$ cat src/design/bldc_drive_map.svh
`ifndef BLDC_DRIVE_MAP_SVH
`define BLDC_DRIVE_MAP_SVH
// Register byte addresses
`define REG_STATUS 8'h00
`define REG_IRQ_STAT 8'h04
`define REG_IRQ_MASK 8'h08
`define REG_CAP_UF 8'h0c
`define REG_SPEED 8'h10
`define REG_DUTY 8'h14
// Status field positions
`define ST_LOCK 0
`define ST_SAVE 1
`define ST_TRIP 2
`define ST_BRAKE 3
`define ST_DIR 4
`define ST_HALL 5
`define ST_LDPIN 8
// Interrupt event bit positions
`define EV_LOCK_GAIN 0
`define EV_LOCK_LOSS 1
`define EV_TRIP 2
`define EV_BRAKE 3
`define EV_CURLIM 4
`define EV_W 5
// Reset values
`define CAP_RST 8'h00
`define MASK_RST 5'h00
`define SYNC_RST 8'h98
// Timing
`define CLK_HZ 125000000
`define REF_DIV 8192
`define PWM_HZ 20000
`define PWM_PERIOD_CYC (`CLK_HZ / `PWM_HZ)
`define MS_CYC (`CLK_HZ / 1000)
`define RESTRAINT_MS_PER_UF 330
`define STOP_MS_PER_UF 15
`define LOCK_SHIFT 4
`define GAIN_SHIFT 4
`endif

$ cat src/design/bldc_drive_pkg.sv
package bldc_drive_pkg;
    // Drive state
    typedef enum logic [1:0] {ST_STOP, ST_RUN, ST_BRAKE, ST_TRIPPED} driveState_t;
    // One bit per motor phase
    typedef logic [2:0] phase_t;
endpackage

$ cat src/design/bldc_drive_protection_control.sv
`timescale 1ns/1ps
`default_nettype none
`include "bldc_drive_map.svh"
module bldc_drive_protection_control
    import bldc_drive_pkg::*;
#(
    parameter int REF_DIV = `REF_DIV,
    parameter int PWM_PERIOD = `PWM_PERIOD_CYC,
    parameter int MS_CYCLES = `MS_CYC,
    parameter int GAIN_SHIFT = `GAIN_SHIFT
) (
    // Clock and reset
    input wire logic clk,
    input wire logic rst_b,
    // Wishbone slave
    input wire logic cyc_i,
    input wire logic stb_i,
    input wire logic we_i,
    input wire logic [7:0] adr_i,
    input wire logic [3:0] sel_i,
    input wire logic [31:0] dat_i,
    output logic [31:0] dat_o,
    output logic ack_o,
    output logic irq,
    // Motor and host pins
    input wire logic [2:0] hallIn,
    input wire logic runStop,
    input wire logic dirReverse,
    input wire logic tachoPulse,
    input wire logic currentSenseTrip,
    // Drive outputs
    output phase_t lowSideOn,
    output phase_t highSideOn,
    output logic powerSave,
    output logic internalRegulatorOn,
    // Open-drain lock indicator
    input wire logic speedLockIndicatorNIn,
    output logic speedLockIndicatorNOut,
    output logic speedLockIndicatorNOe
);

////////////////////////////////////////////////////////////////////////////////
// Constants
localparam logic [15:0] TARGET = 16'(2 * REF_DIV);
localparam logic [15:0] BAND = TARGET >> `LOCK_SHIFT;
localparam logic [16:0] SLOW_LIM = {1'b0, TARGET} + {1'b0, BAND};
localparam logic [15:0] REF_TOP = 16'(REF_DIV - 1);
localparam logic [15:0] REF_HALF = 16'(REF_DIV / 2);
localparam logic [15:0] PWM_TOP = 16'(PWM_PERIOD - 1);
localparam logic [15:0] DUTY_START = 16'(PWM_PERIOD / 2);
localparam logic [16:0] MS_TOP = 17'(MS_CYCLES - 1);
localparam logic [19:0] DECAY =
    20'(`RESTRAINT_MS_PER_UF / `STOP_MS_PER_UF);
localparam logic [7:0] SYNC_INIT = `SYNC_RST;

////////////////////////////////////////////////////////////////////////////////
// Pin synchronisers
logic [7:0] pinRaw; // Raw pins
logic [7:0] s1Q, s2Q, s3Q; // Three stages
logic [7:0] pinQ, pinD; // Agreed levels
assign pinRaw = {speedLockIndicatorNIn, currentSenseTrip, tachoPulse,
                 dirReverse, runStop, hallIn};
generate
    for (genvar i = 0; i < 8; i++) begin : g_sync
        // Accept a change once stages two and three agree
        always_comb begin
            pinD[i] = (s2Q[i] == s3Q[i]) ? s3Q[i] : pinQ[i];
        end
        // Shift stages
        always_ff @(posedge clk or negedge rst_b) begin
            if (!rst_b) begin
                s1Q[i] <= SYNC_INIT[i];
                s2Q[i] <= SYNC_INIT[i];
                s3Q[i] <= SYNC_INIT[i];
                pinQ[i] <= SYNC_INIT[i];
            end else begin
                s1Q[i] <= pinRaw[i];
                s2Q[i] <= s1Q[i];
                s3Q[i] <= s2Q[i];
                pinQ[i] <= pinD[i];
            end
        end
    end
endgenerate
logic [2:0] hall; // Hall comparator code
logic stopSel, dirRev, tacho, oc, ldPin;
assign hall = pinQ[2:0];
assign stopSel = pinQ[3];
assign dirRev = pinQ[4];
assign tacho = pinQ[5];
assign oc = pinQ[6];
assign ldPin = pinQ[7];

////////////////////////////////////////////////////////////////////////////////
// Commutation
// Returns {high, low}; reverse swaps the sides
function automatic logic [5:0] commute(input logic [2:0] h, input logic rev);
    logic [5:0] c;
    c = 6'h00;
    unique case (h)
        3'b101: c = {3'b001, 3'b010};
        3'b100: c = {3'b001, 3'b100};
        3'b110: c = {3'b010, 3'b100};
        3'b010: c = {3'b010, 3'b001};
        3'b011: c = {3'b100, 3'b001};
        3'b001: c = {3'b100, 3'b010};
        default: c = 6'h00;
    endcase
    return rev ? {c[2:0], c[5:3]} : c;
endfunction

////////////////////////////////////////////////////////////////////////////////
// Drive state
driveState_t stateQ, stateD; // Drive state
logic tachoPrevQ, tachoPrevD; // Tacho edge detect
logic halfQ, halfD; // Second tacho edge marker
logic [15:0] periodQ, periodD; // Cycles over two tacho periods
logic [15:0] speedQ, speedD; // Last measurement
logic [15:0] phaseQ, phaseD; // Reference phase counter
logic [15:0] phaseDevQ, phaseDevD; // Phase error
logic lockQ, lockD; // In lock band
logic [15:0] dutyQ, dutyD; // On-time in cycles
logic [15:0] pwmCntQ, pwmCntD; // Carrier counter
logic cutQ, cutD; // Current limit cut
logic dirPrevQ, dirPrevD; // Last direction
logic dirChgQ, dirChgD; // Reversal in progress
logic [16:0] msDivQ, msDivD; // Millisecond divider
logic [19:0] rcntQ, rcntD; // Restraint charge in ms
logic [7:0] capQ, capD; // Timer capacitance in uF
phase_t lowQ, lowD, highQ, highD; // Transistor drive
logic ldOeQ, ldOeD; // Lock indicator pull
logic psQ, psD; // Power save
logic tachoEdge, measDone, inBand, wrap, pwmOn, trip;
logic signed [16:0] devM, devSh; // Speed deviation
logic [16:0] absDev; // Its magnitude
logic signed [17:0] sumS; // Corrected duty
logic [19:0] tripLim; // Restraint interval in ms
logic [5:0] comm; // Commutation pattern
logic [`EV_W-1:0] ev; // Event pulses

// Next drive state
always_comb begin
    tachoEdge = tacho & ~tachoPrevQ;
    tachoPrevD = tacho;
    // Two-period speed measurement
    periodD = (periodQ == 16'hffff) ? periodQ : periodQ + 16'h0001;
    halfD = halfQ;
    speedD = speedQ;
    measDone = 1'b0;
    if (tachoEdge) begin
        halfD = ~halfQ;
        if (halfQ) begin
            speedD = periodQ;
            periodD = 16'h0000;
            measDone = 1'b1;
        end
    end
    devM = $signed({1'b0, periodQ}) - $signed({1'b0, TARGET});
    absDev = devM[16] ? 17'(-devM) : 17'(devM);
    inBand = absDev <= {1'b0, BAND};
    // Phase loop, one result per tacho cycle
    phaseD = (phaseQ == REF_TOP) ? 16'h0000 : phaseQ + 16'h0001;
    phaseDevD = tachoEdge ? phaseQ - REF_HALF : phaseDevQ;
    // Lock window
    lockD = lockQ;
    if (measDone) begin
        lockD = inBand;
    end
    if ({1'b0, periodQ} > SLOW_LIM) begin
        lockD = 1'b0;
    end
    // Duty correction
    devSh = devM >>> GAIN_SHIFT;
    sumS = $signed({2'b00, dutyQ}) + $signed({devSh[16], devSh});
    dutyD = dutyQ;
    if (measDone && !inBand) begin
        if (sumS < 0) begin
            dutyD = 16'h0000;
        end else if (sumS > $signed({2'b00, PWM_TOP})) begin
            dutyD = PWM_TOP;
        end else begin
            dutyD = sumS[15:0];
        end
    end else if (tachoEdge && lockQ) begin
        // Early edge means fast rotation
        if (phaseQ < REF_HALF && dutyQ != 16'h0000) begin
            dutyD = dutyQ - 16'h0001;
        end else if (phaseQ >= REF_HALF && dutyQ < PWM_TOP) begin
            dutyD = dutyQ + 16'h0001;
        end
    end
    // Carrier and cycle-by-cycle limit
    wrap = pwmCntQ == PWM_TOP;
    pwmCntD = wrap ? 16'h0000 : pwmCntQ + 16'h0001;
    cutD = wrap ? 1'b0 : cutQ;
    if (oc) begin
        cutD = 1'b1;
    end
    pwmOn = (pwmCntD < dutyD) && !cutD;
    // Reversal tracking
    dirPrevD = dirRev;
    dirChgD = dirChgQ;
    if (stopSel) begin
        dirChgD = 1'b0;
    end else if (dirRev != dirPrevQ) begin
        dirChgD = 1'b1;
    end else if (lockD && !lockQ) begin
        // Reversal window closes when lock is regained or stop is selected
        dirChgD = 1'b0;
    end
    // Restraint timer
    msDivD = (msDivQ == MS_TOP) ? 17'h00000 : msDivQ + 17'h00001;
    tripLim = 20'(capQ) * 20'(`RESTRAINT_MS_PER_UF);
    trip = (capQ != 8'h00) && (rcntQ >= tripLim);
    rcntD = rcntQ;
    if (stopSel) begin
        // Charge bleeds off while stopped
        if (msDivQ == MS_TOP) begin
            rcntD = (rcntQ > DECAY) ? rcntQ - DECAY : 20'h00000;
        end
    end else if (stateQ == ST_TRIPPED) begin
        rcntD = rcntQ;
    end else if (lockQ) begin
        rcntD = 20'h00000;
    end else if (msDivQ == MS_TOP && rcntQ != 20'hfffff) begin
        rcntD = rcntQ + 20'h00001;
    end
    // State sequence
    stateD = stateQ;
    unique case (stateQ)
        ST_STOP: begin
            stateD = ST_RUN;
        end
        ST_RUN: begin
            if (dirChgQ && oc) begin
                stateD = ST_BRAKE;
            end else if (trip) begin
                stateD = ST_TRIPPED;
            end
        end
        ST_BRAKE: begin
            if (trip) begin
                stateD = ST_TRIPPED;
            end else if (wrap && !oc) begin
                stateD = ST_RUN;
            end
        end
        ST_TRIPPED: begin
            stateD = ST_TRIPPED;
        end
    endcase
    if (stopSel) begin
        stateD = ST_STOP;
        lockD = 1'b0;
        dutyD = DUTY_START;
    end
    // Transistor drive
    comm = commute(hall, dirRev);
    highD = 3'b000;
    lowD = 3'b000;
    if (stateD == ST_RUN) begin
        highD = comm[5:3];
        lowD = comm[2:0] & {3{pwmOn}};
    end else if (stateD == ST_BRAKE) begin
        highD = 3'b111;
    end
    ldOeD = lockD;
    psD = stateD == ST_STOP;
    // Events
    ev = '0;
    ev[`EV_LOCK_GAIN] = lockD & ~lockQ;
    ev[`EV_LOCK_LOSS] = ~lockD & lockQ;
    ev[`EV_TRIP] = (stateD == ST_TRIPPED) && (stateQ != ST_TRIPPED);
    ev[`EV_BRAKE] = (stateD == ST_BRAKE) && (stateQ != ST_BRAKE);
    ev[`EV_CURLIM] = oc && !cutQ && (stateQ == ST_RUN);
end

// Register drive state
always_ff @(posedge clk or negedge rst_b) begin
    if (!rst_b) begin
        stateQ <= ST_STOP;
        tachoPrevQ <= 1'b0;
        halfQ <= 1'b0;
        periodQ <= 16'h0000;
        speedQ <= 16'h0000;
        phaseQ <= 16'h0000;
        phaseDevQ <= 16'h0000;
        lockQ <= 1'b0;
        dutyQ <= DUTY_START;
        pwmCntQ <= 16'h0000;
        cutQ <= 1'b0;
        dirPrevQ <= 1'b1;
        dirChgQ <= 1'b0;
        msDivQ <= 17'h00000;
        rcntQ <= 20'h00000;
        lowQ <= 3'b000;
        highQ <= 3'b000;
        ldOeQ <= 1'b0;
        psQ <= 1'b1;
    end else begin
        stateQ <= stateD;
        tachoPrevQ <= tachoPrevD;
        halfQ <= halfD;
        periodQ <= periodD;
        speedQ <= speedD;
        phaseQ <= phaseD;
        phaseDevQ <= phaseDevD;
        lockQ <= lockD;
        dutyQ <= dutyD;
        pwmCntQ <= pwmCntD;
        cutQ <= cutD;
        dirPrevQ <= dirPrevD;
        dirChgQ <= dirChgD;
        msDivQ <= msDivD;
        rcntQ <= rcntD;
        lowQ <= lowD;
        highQ <= highD;
        ldOeQ <= ldOeD;
        psQ <= psD;
    end
end

////////////////////////////////////////////////////////////////////////////////
// Wishbone registers and interrupt
logic [`EV_W-1:0] statQ, statD, maskQ, maskD; // Sticky events and mask
logic irqQ, irqD; // Interrupt level
logic ackQ, ackD; // Bus acknowledge
logic [31:0] datQ, datD; // Read data
logic hit, wr; // Decoded access
logic [7:0] adr; // Word-aligned address

// Next register values
always_comb begin
    adr = {adr_i[7:2], 2'b00};
    hit = cyc_i && stb_i && !ackQ;
    // Writes land at the edge where the master samples ack
    wr = cyc_i && stb_i && ackQ && we_i && sel_i[0];
    capD = (wr && adr == `REG_CAP_UF) ? dat_i[7:0] : capQ;
    maskD = (wr && adr == `REG_IRQ_MASK) ? dat_i[`EV_W-1:0] : maskQ;
    // New events win over a clearing write
    statD = statQ;
    if (wr && adr == `REG_IRQ_STAT) begin
        statD = statQ & ~dat_i[`EV_W-1:0];
    end
    statD = statD | ev;
    irqD = |(statD & maskD);
    ackD = hit;
    datD = 32'h00000000;
    if (hit && !we_i) begin
        unique case (adr)
            `REG_STATUS: begin
                datD[`ST_LOCK] = lockQ;
                datD[`ST_SAVE] = psQ;
                datD[`ST_TRIP] = stateQ == ST_TRIPPED;
                datD[`ST_BRAKE] = stateQ == ST_BRAKE;
                datD[`ST_DIR] = dirRev;
                datD[`ST_HALL +: 3] = hall;
                datD[`ST_LDPIN] = ldPin;
            end
            `REG_IRQ_STAT: datD[`EV_W-1:0] = statQ;
            `REG_IRQ_MASK: datD[`EV_W-1:0] = maskQ;
            `REG_CAP_UF: datD[7:0] = capQ;
            `REG_SPEED: datD = {phaseDevQ, speedQ};
            `REG_DUTY: datD[15:0] = dutyQ;
            default: datD = 32'h00000000;
        endcase
    end
end

// Register bus state
always_ff @(posedge clk or negedge rst_b) begin
    if (!rst_b) begin
        capQ <= `CAP_RST;
        maskQ <= `MASK_RST;
        statQ <= '0;
        irqQ <= 1'b0;
        ackQ <= 1'b0;
        datQ <= 32'h00000000;
    end else begin
        capQ <= capD;
        maskQ <= maskD;
        statQ <= statD;
        irqQ <= irqD;
        ackQ <= ackD;
        datQ <= datD;
    end
end

assign dat_o = datQ;
assign ack_o = ackQ;
assign irq = irqQ;
assign lowSideOn = lowQ;
assign highSideOn = highQ;
assign powerSave = psQ;
assign internalRegulatorOn = rst_b | ~rst_b;
assign speedLockIndicatorNOut = 1'b0;
assign speedLockIndicatorNOe = ldOeQ;

logic lowSide_zero; // Low sides off or stop selected
assign lowSide_zero = (lowSideOn == 3'b000) || stopSel;
endmodule // bldc_drive_protection_control
`default_nettype wire

$ cat config.mk
export PLATFORM = sky130hd
export DESIGN_NAME = bldc_drive_protection_control
export DESIGN_NICKNAME = d
export VERILOG_FILES = /design/src/design/bldc_drive_pkg.sv /design/src/design/bldc_drive_protection_control.sv
export VERILOG_INCLUDE_DIRS = /design/src /design/src/design
export SDC_FILE = /design/constraint.sdc
export NUM_CORES = 1
export LEC_CHECK = 0
export BUFFER_PORTS_ARGS = -buffer_cell sky130_fd_sc_hd__buf_4
export CORE_MARGIN = 3
export CORE_UTILIZATION = 40
export DETAILED_ROUTE_END_ITERATION = 10
export PLACE_DENSITY = 0.54
export SLEW_MARGIN = 30
export SYNTH_ARGS = -nofsm -noshare
export SYNTH_HDL_FRONTEND = slang
export SYNTH_SLANG_ARGS = --single-unit
$ cat constraint.sdc
create_clock -name clk -period 6.81 [get_ports clk]
set_input_delay 1.0215 -clock clk [delete_from_list [all_inputs] [get_ports clk]]
set_output_delay 1.0215 -clock clk [all_outputs]
set_load 0.02 [all_outputs]
==> metrics <==
met2 wire length=17,200 µm; Worst-path clk slew=0.06 ns; Max-slew headroom=40.1%; worst hold slack=0.348 ns; Setup violations, final=0; CTS tree=built; Die Wd=196 µm; clk sinks=232; first-pass GRT wire length=61,600 µm; vias per cell=5.63; post-CTS resize count=0; RSZ-0062 raised after global routing=no; PwrDens=256 mW/mm²; PnR worst setup slack=0.707 ns; worst-margin pin slew=0.892 ns; IO Count=101; Worst VDD drop=0.178 mV; most common cell after layout, fill and taps aside=dfrtp_1; DP Cell Count=1,984; reg2reg path depth=21; distinct cell type count of the synthesized netlist=91; Max Fclk=0.164 GHz; most frequent cells in the layout=212 x dfrtp_1, 170 x nand2_1, 118 x nor2_1; leakage=7.37 nW; FFs w/ async S/R, synth=100%; Post-CTS Setup Bufs=0; row cnt=68; crit path DAT=6.51 ns; largest net degree at the start of global routing=166; clk root buf=clkbuf_16; total track usage=19.6%; HP Class=flip-flop to flip-flop; Finished Layout Cells=2,035; Final GP Congestion=0.865; Vias=11,500; vias in the first global route=11,100; initial antenna violation count=0; sequential area share after synthesis=40.4%; Buffers on Ports=69; die area=0.0384 mm²; Final ANT Viol Nets=0; core area=0.0351 mm²; Mean Syn Cell Area=9.42 µm²; total routed wirelength=38,200 µm; clock tree buffer depth=3; WL met3=1470 µm; Worst Setup End Kind=flip-flop; dpl ws=0.743 ns; average routed wire per standard cell=18.8 µm; critical path required time=7.21 ns; maximum fanout along the worst path=6; status=complete, no violations; # DRC=0; # Max-Cap Violations=0; hold path cells=0; drt pass-1 iters=5; Fin Setup TNS=0 ns; Synth-to-Final Area Change=12.5%; placed cell areas=0.0153 mm²; Slew Viols, Final=0; layout cells sized above 1=12.2%; H-tree lvl count=1; final instance area=0.0162 mm²; Antenna diodes=0; remaining global-route overflow=0; CP Class=flip-flop to flip-flop; Final Hold Fails=0; starting density of the core=41.1%; Iteration-0 DRC Markers=670; cts hold-fix bufs=0; mapped cell area=0.0144 mm²; minimum clock period=6.10 ns; Die Ht=196 µm; Nets=1,732; Main synth FF type=dfrtp_1; WL met1=18,400 µm; Clock Latency Late Sink=0.54 ns; Synthesis Warnings=0; Fill cells=3,418; Post-synth EDFFs=0; clock skew=0.0246 ns; Num CTS Buffers=27; DP HPWL=27,800 µm; Cells after Synth=1,531; syn_nets=1,704; max layer used=met4; FF+latch count, synth=232; Setup crit start kind=flip-flop; crit share post-route=89.6%
-- synth_stat cells, types with 14 or more instances --
cell type,count,area [µm²]
a211oi_1,14,105
dfrtp_1,212,5310
nor2b_1,18,113
nand4_1,27,169
nand2_1,170,638
clkbuf_1,62,233
ha_1,109,1360
o22ai_1,21,131
o31ai_1,19,143
nor3_1,40,200
and4_1,15,131
xor2_1,44,385
a22oi_1,14,105
and2_1,27,169
dfstp_2,20,526
and3_1,19,119
mux2_2,15,169
mux2i_1,23,230
xnor2_1,50,438
nand3_1,43,215
o21ai_0,65,325
nor4_1,16,100
a21oi_1,75,375
a21o_1,22,165
nor2_1,120,450
inv_1,55,206
-- per-layer routing --
| metal | global-route usage (%) | vias up |
|---|---|---|
| li1 | - | 5613 |
| met1 | 28.1 | 5587 |
| met2 | 31.0 | 201 |
| met3 | 2.68 | 59 |
| met4 | 5.70 | 0 |
| met5 | 0 | - |
-- state kept, by name (all words and copies together) (netlist names), 16 cells and up --
| name | cells |
|---|---|
| rcntQ | 20 |
| periodQ | 16 |
| phaseDevQ | 16 |
| dutyQ | 16 |
| speedQ | 16 |
| pwmCntQ | 16 |
| phaseQ | 16 |
| dat_o | 32 |
| msDivQ | 17 |
-- path summary, 6_finish.rpt --
path | from | end | slack, ns
max | capQ[0] | irq | 0.71
min | s1Q[0] | s2Q[0] | 0.35
max reg2reg | capQ[0] | irq | 0.71
max in group asynchronous | rst_b | statQ[2] | 5.09
min reg2reg | s1Q[0] | s2Q[0] | 0.35
min in group asynchronous | rst_b | msDivQ[13] | 0.43
-- stage by stage --
stage,total power [mW],utilization (%)
after floorplan,2.35,-
after global placement,2.64,43.5
after detailed placement,2.65,43.5
after CTS,4.19,46.2
after global routing,4.39,46.3
final,4.15,46.3
-- area by class of cell --
type,instances,area [µm²],share of cell area (%)
Multi-Input combinational cell,1164,8060,49.7
Sequential cell,232,5830,35.9
Clock buffer,39,791,4.87
Timing Repair Buffer,78,626,3.86
Tap cell,455,569,3.51
Inverter,56,210,1.30
Clock inverter,11,141,0.872
-- critical path, cell delays in order (launching register included) --
cell      delay, ns
dfrtp_1        0.45
ha_1           0.36
ha_1           0.30
fa_1           0.47
ha_1           0.31
ha_1           0.33
a21oi_1        0.22
o21bai_1       0.09
a21oi_1        0.23
o21bai_1       0.09
a21oi_1        0.27
nor4b_1        0.28
nor3_1         0.11
ha_1           0.30
and4_1         0.23
a311o_1        0.32
a221o_1        0.27
o221ai_1       0.29
a211o_2        0.24
o31ai_2        0.07
a221o_1        0.32
a2111o_1       0.40
-- power by group --
group	total (mW)	switching (mW)	internal [mW]
Combinational	0.992	0.600	0.393
Sequential	1.65	0.165	1.49
Clock	1.51	0.588	0.918
Total	4.15	1.35	2.80
-- logic make-up (layout without fill, tap and decap cells) --
group           Yosys count  count (layout)  synth area share, %
flops                   232             232                 40.4
buf+inv                 135             184                 3.77
other cells               2               2               0.0521
mux                      38              38                 2.77
xor+xnor                 94              94                 5.71
compound gates          347             347                 16.8
fa+ha+maj               124             124                 11.0
simple gates            559             559                 19.5
Note: power is estimated with default switching activity, not from simulation.
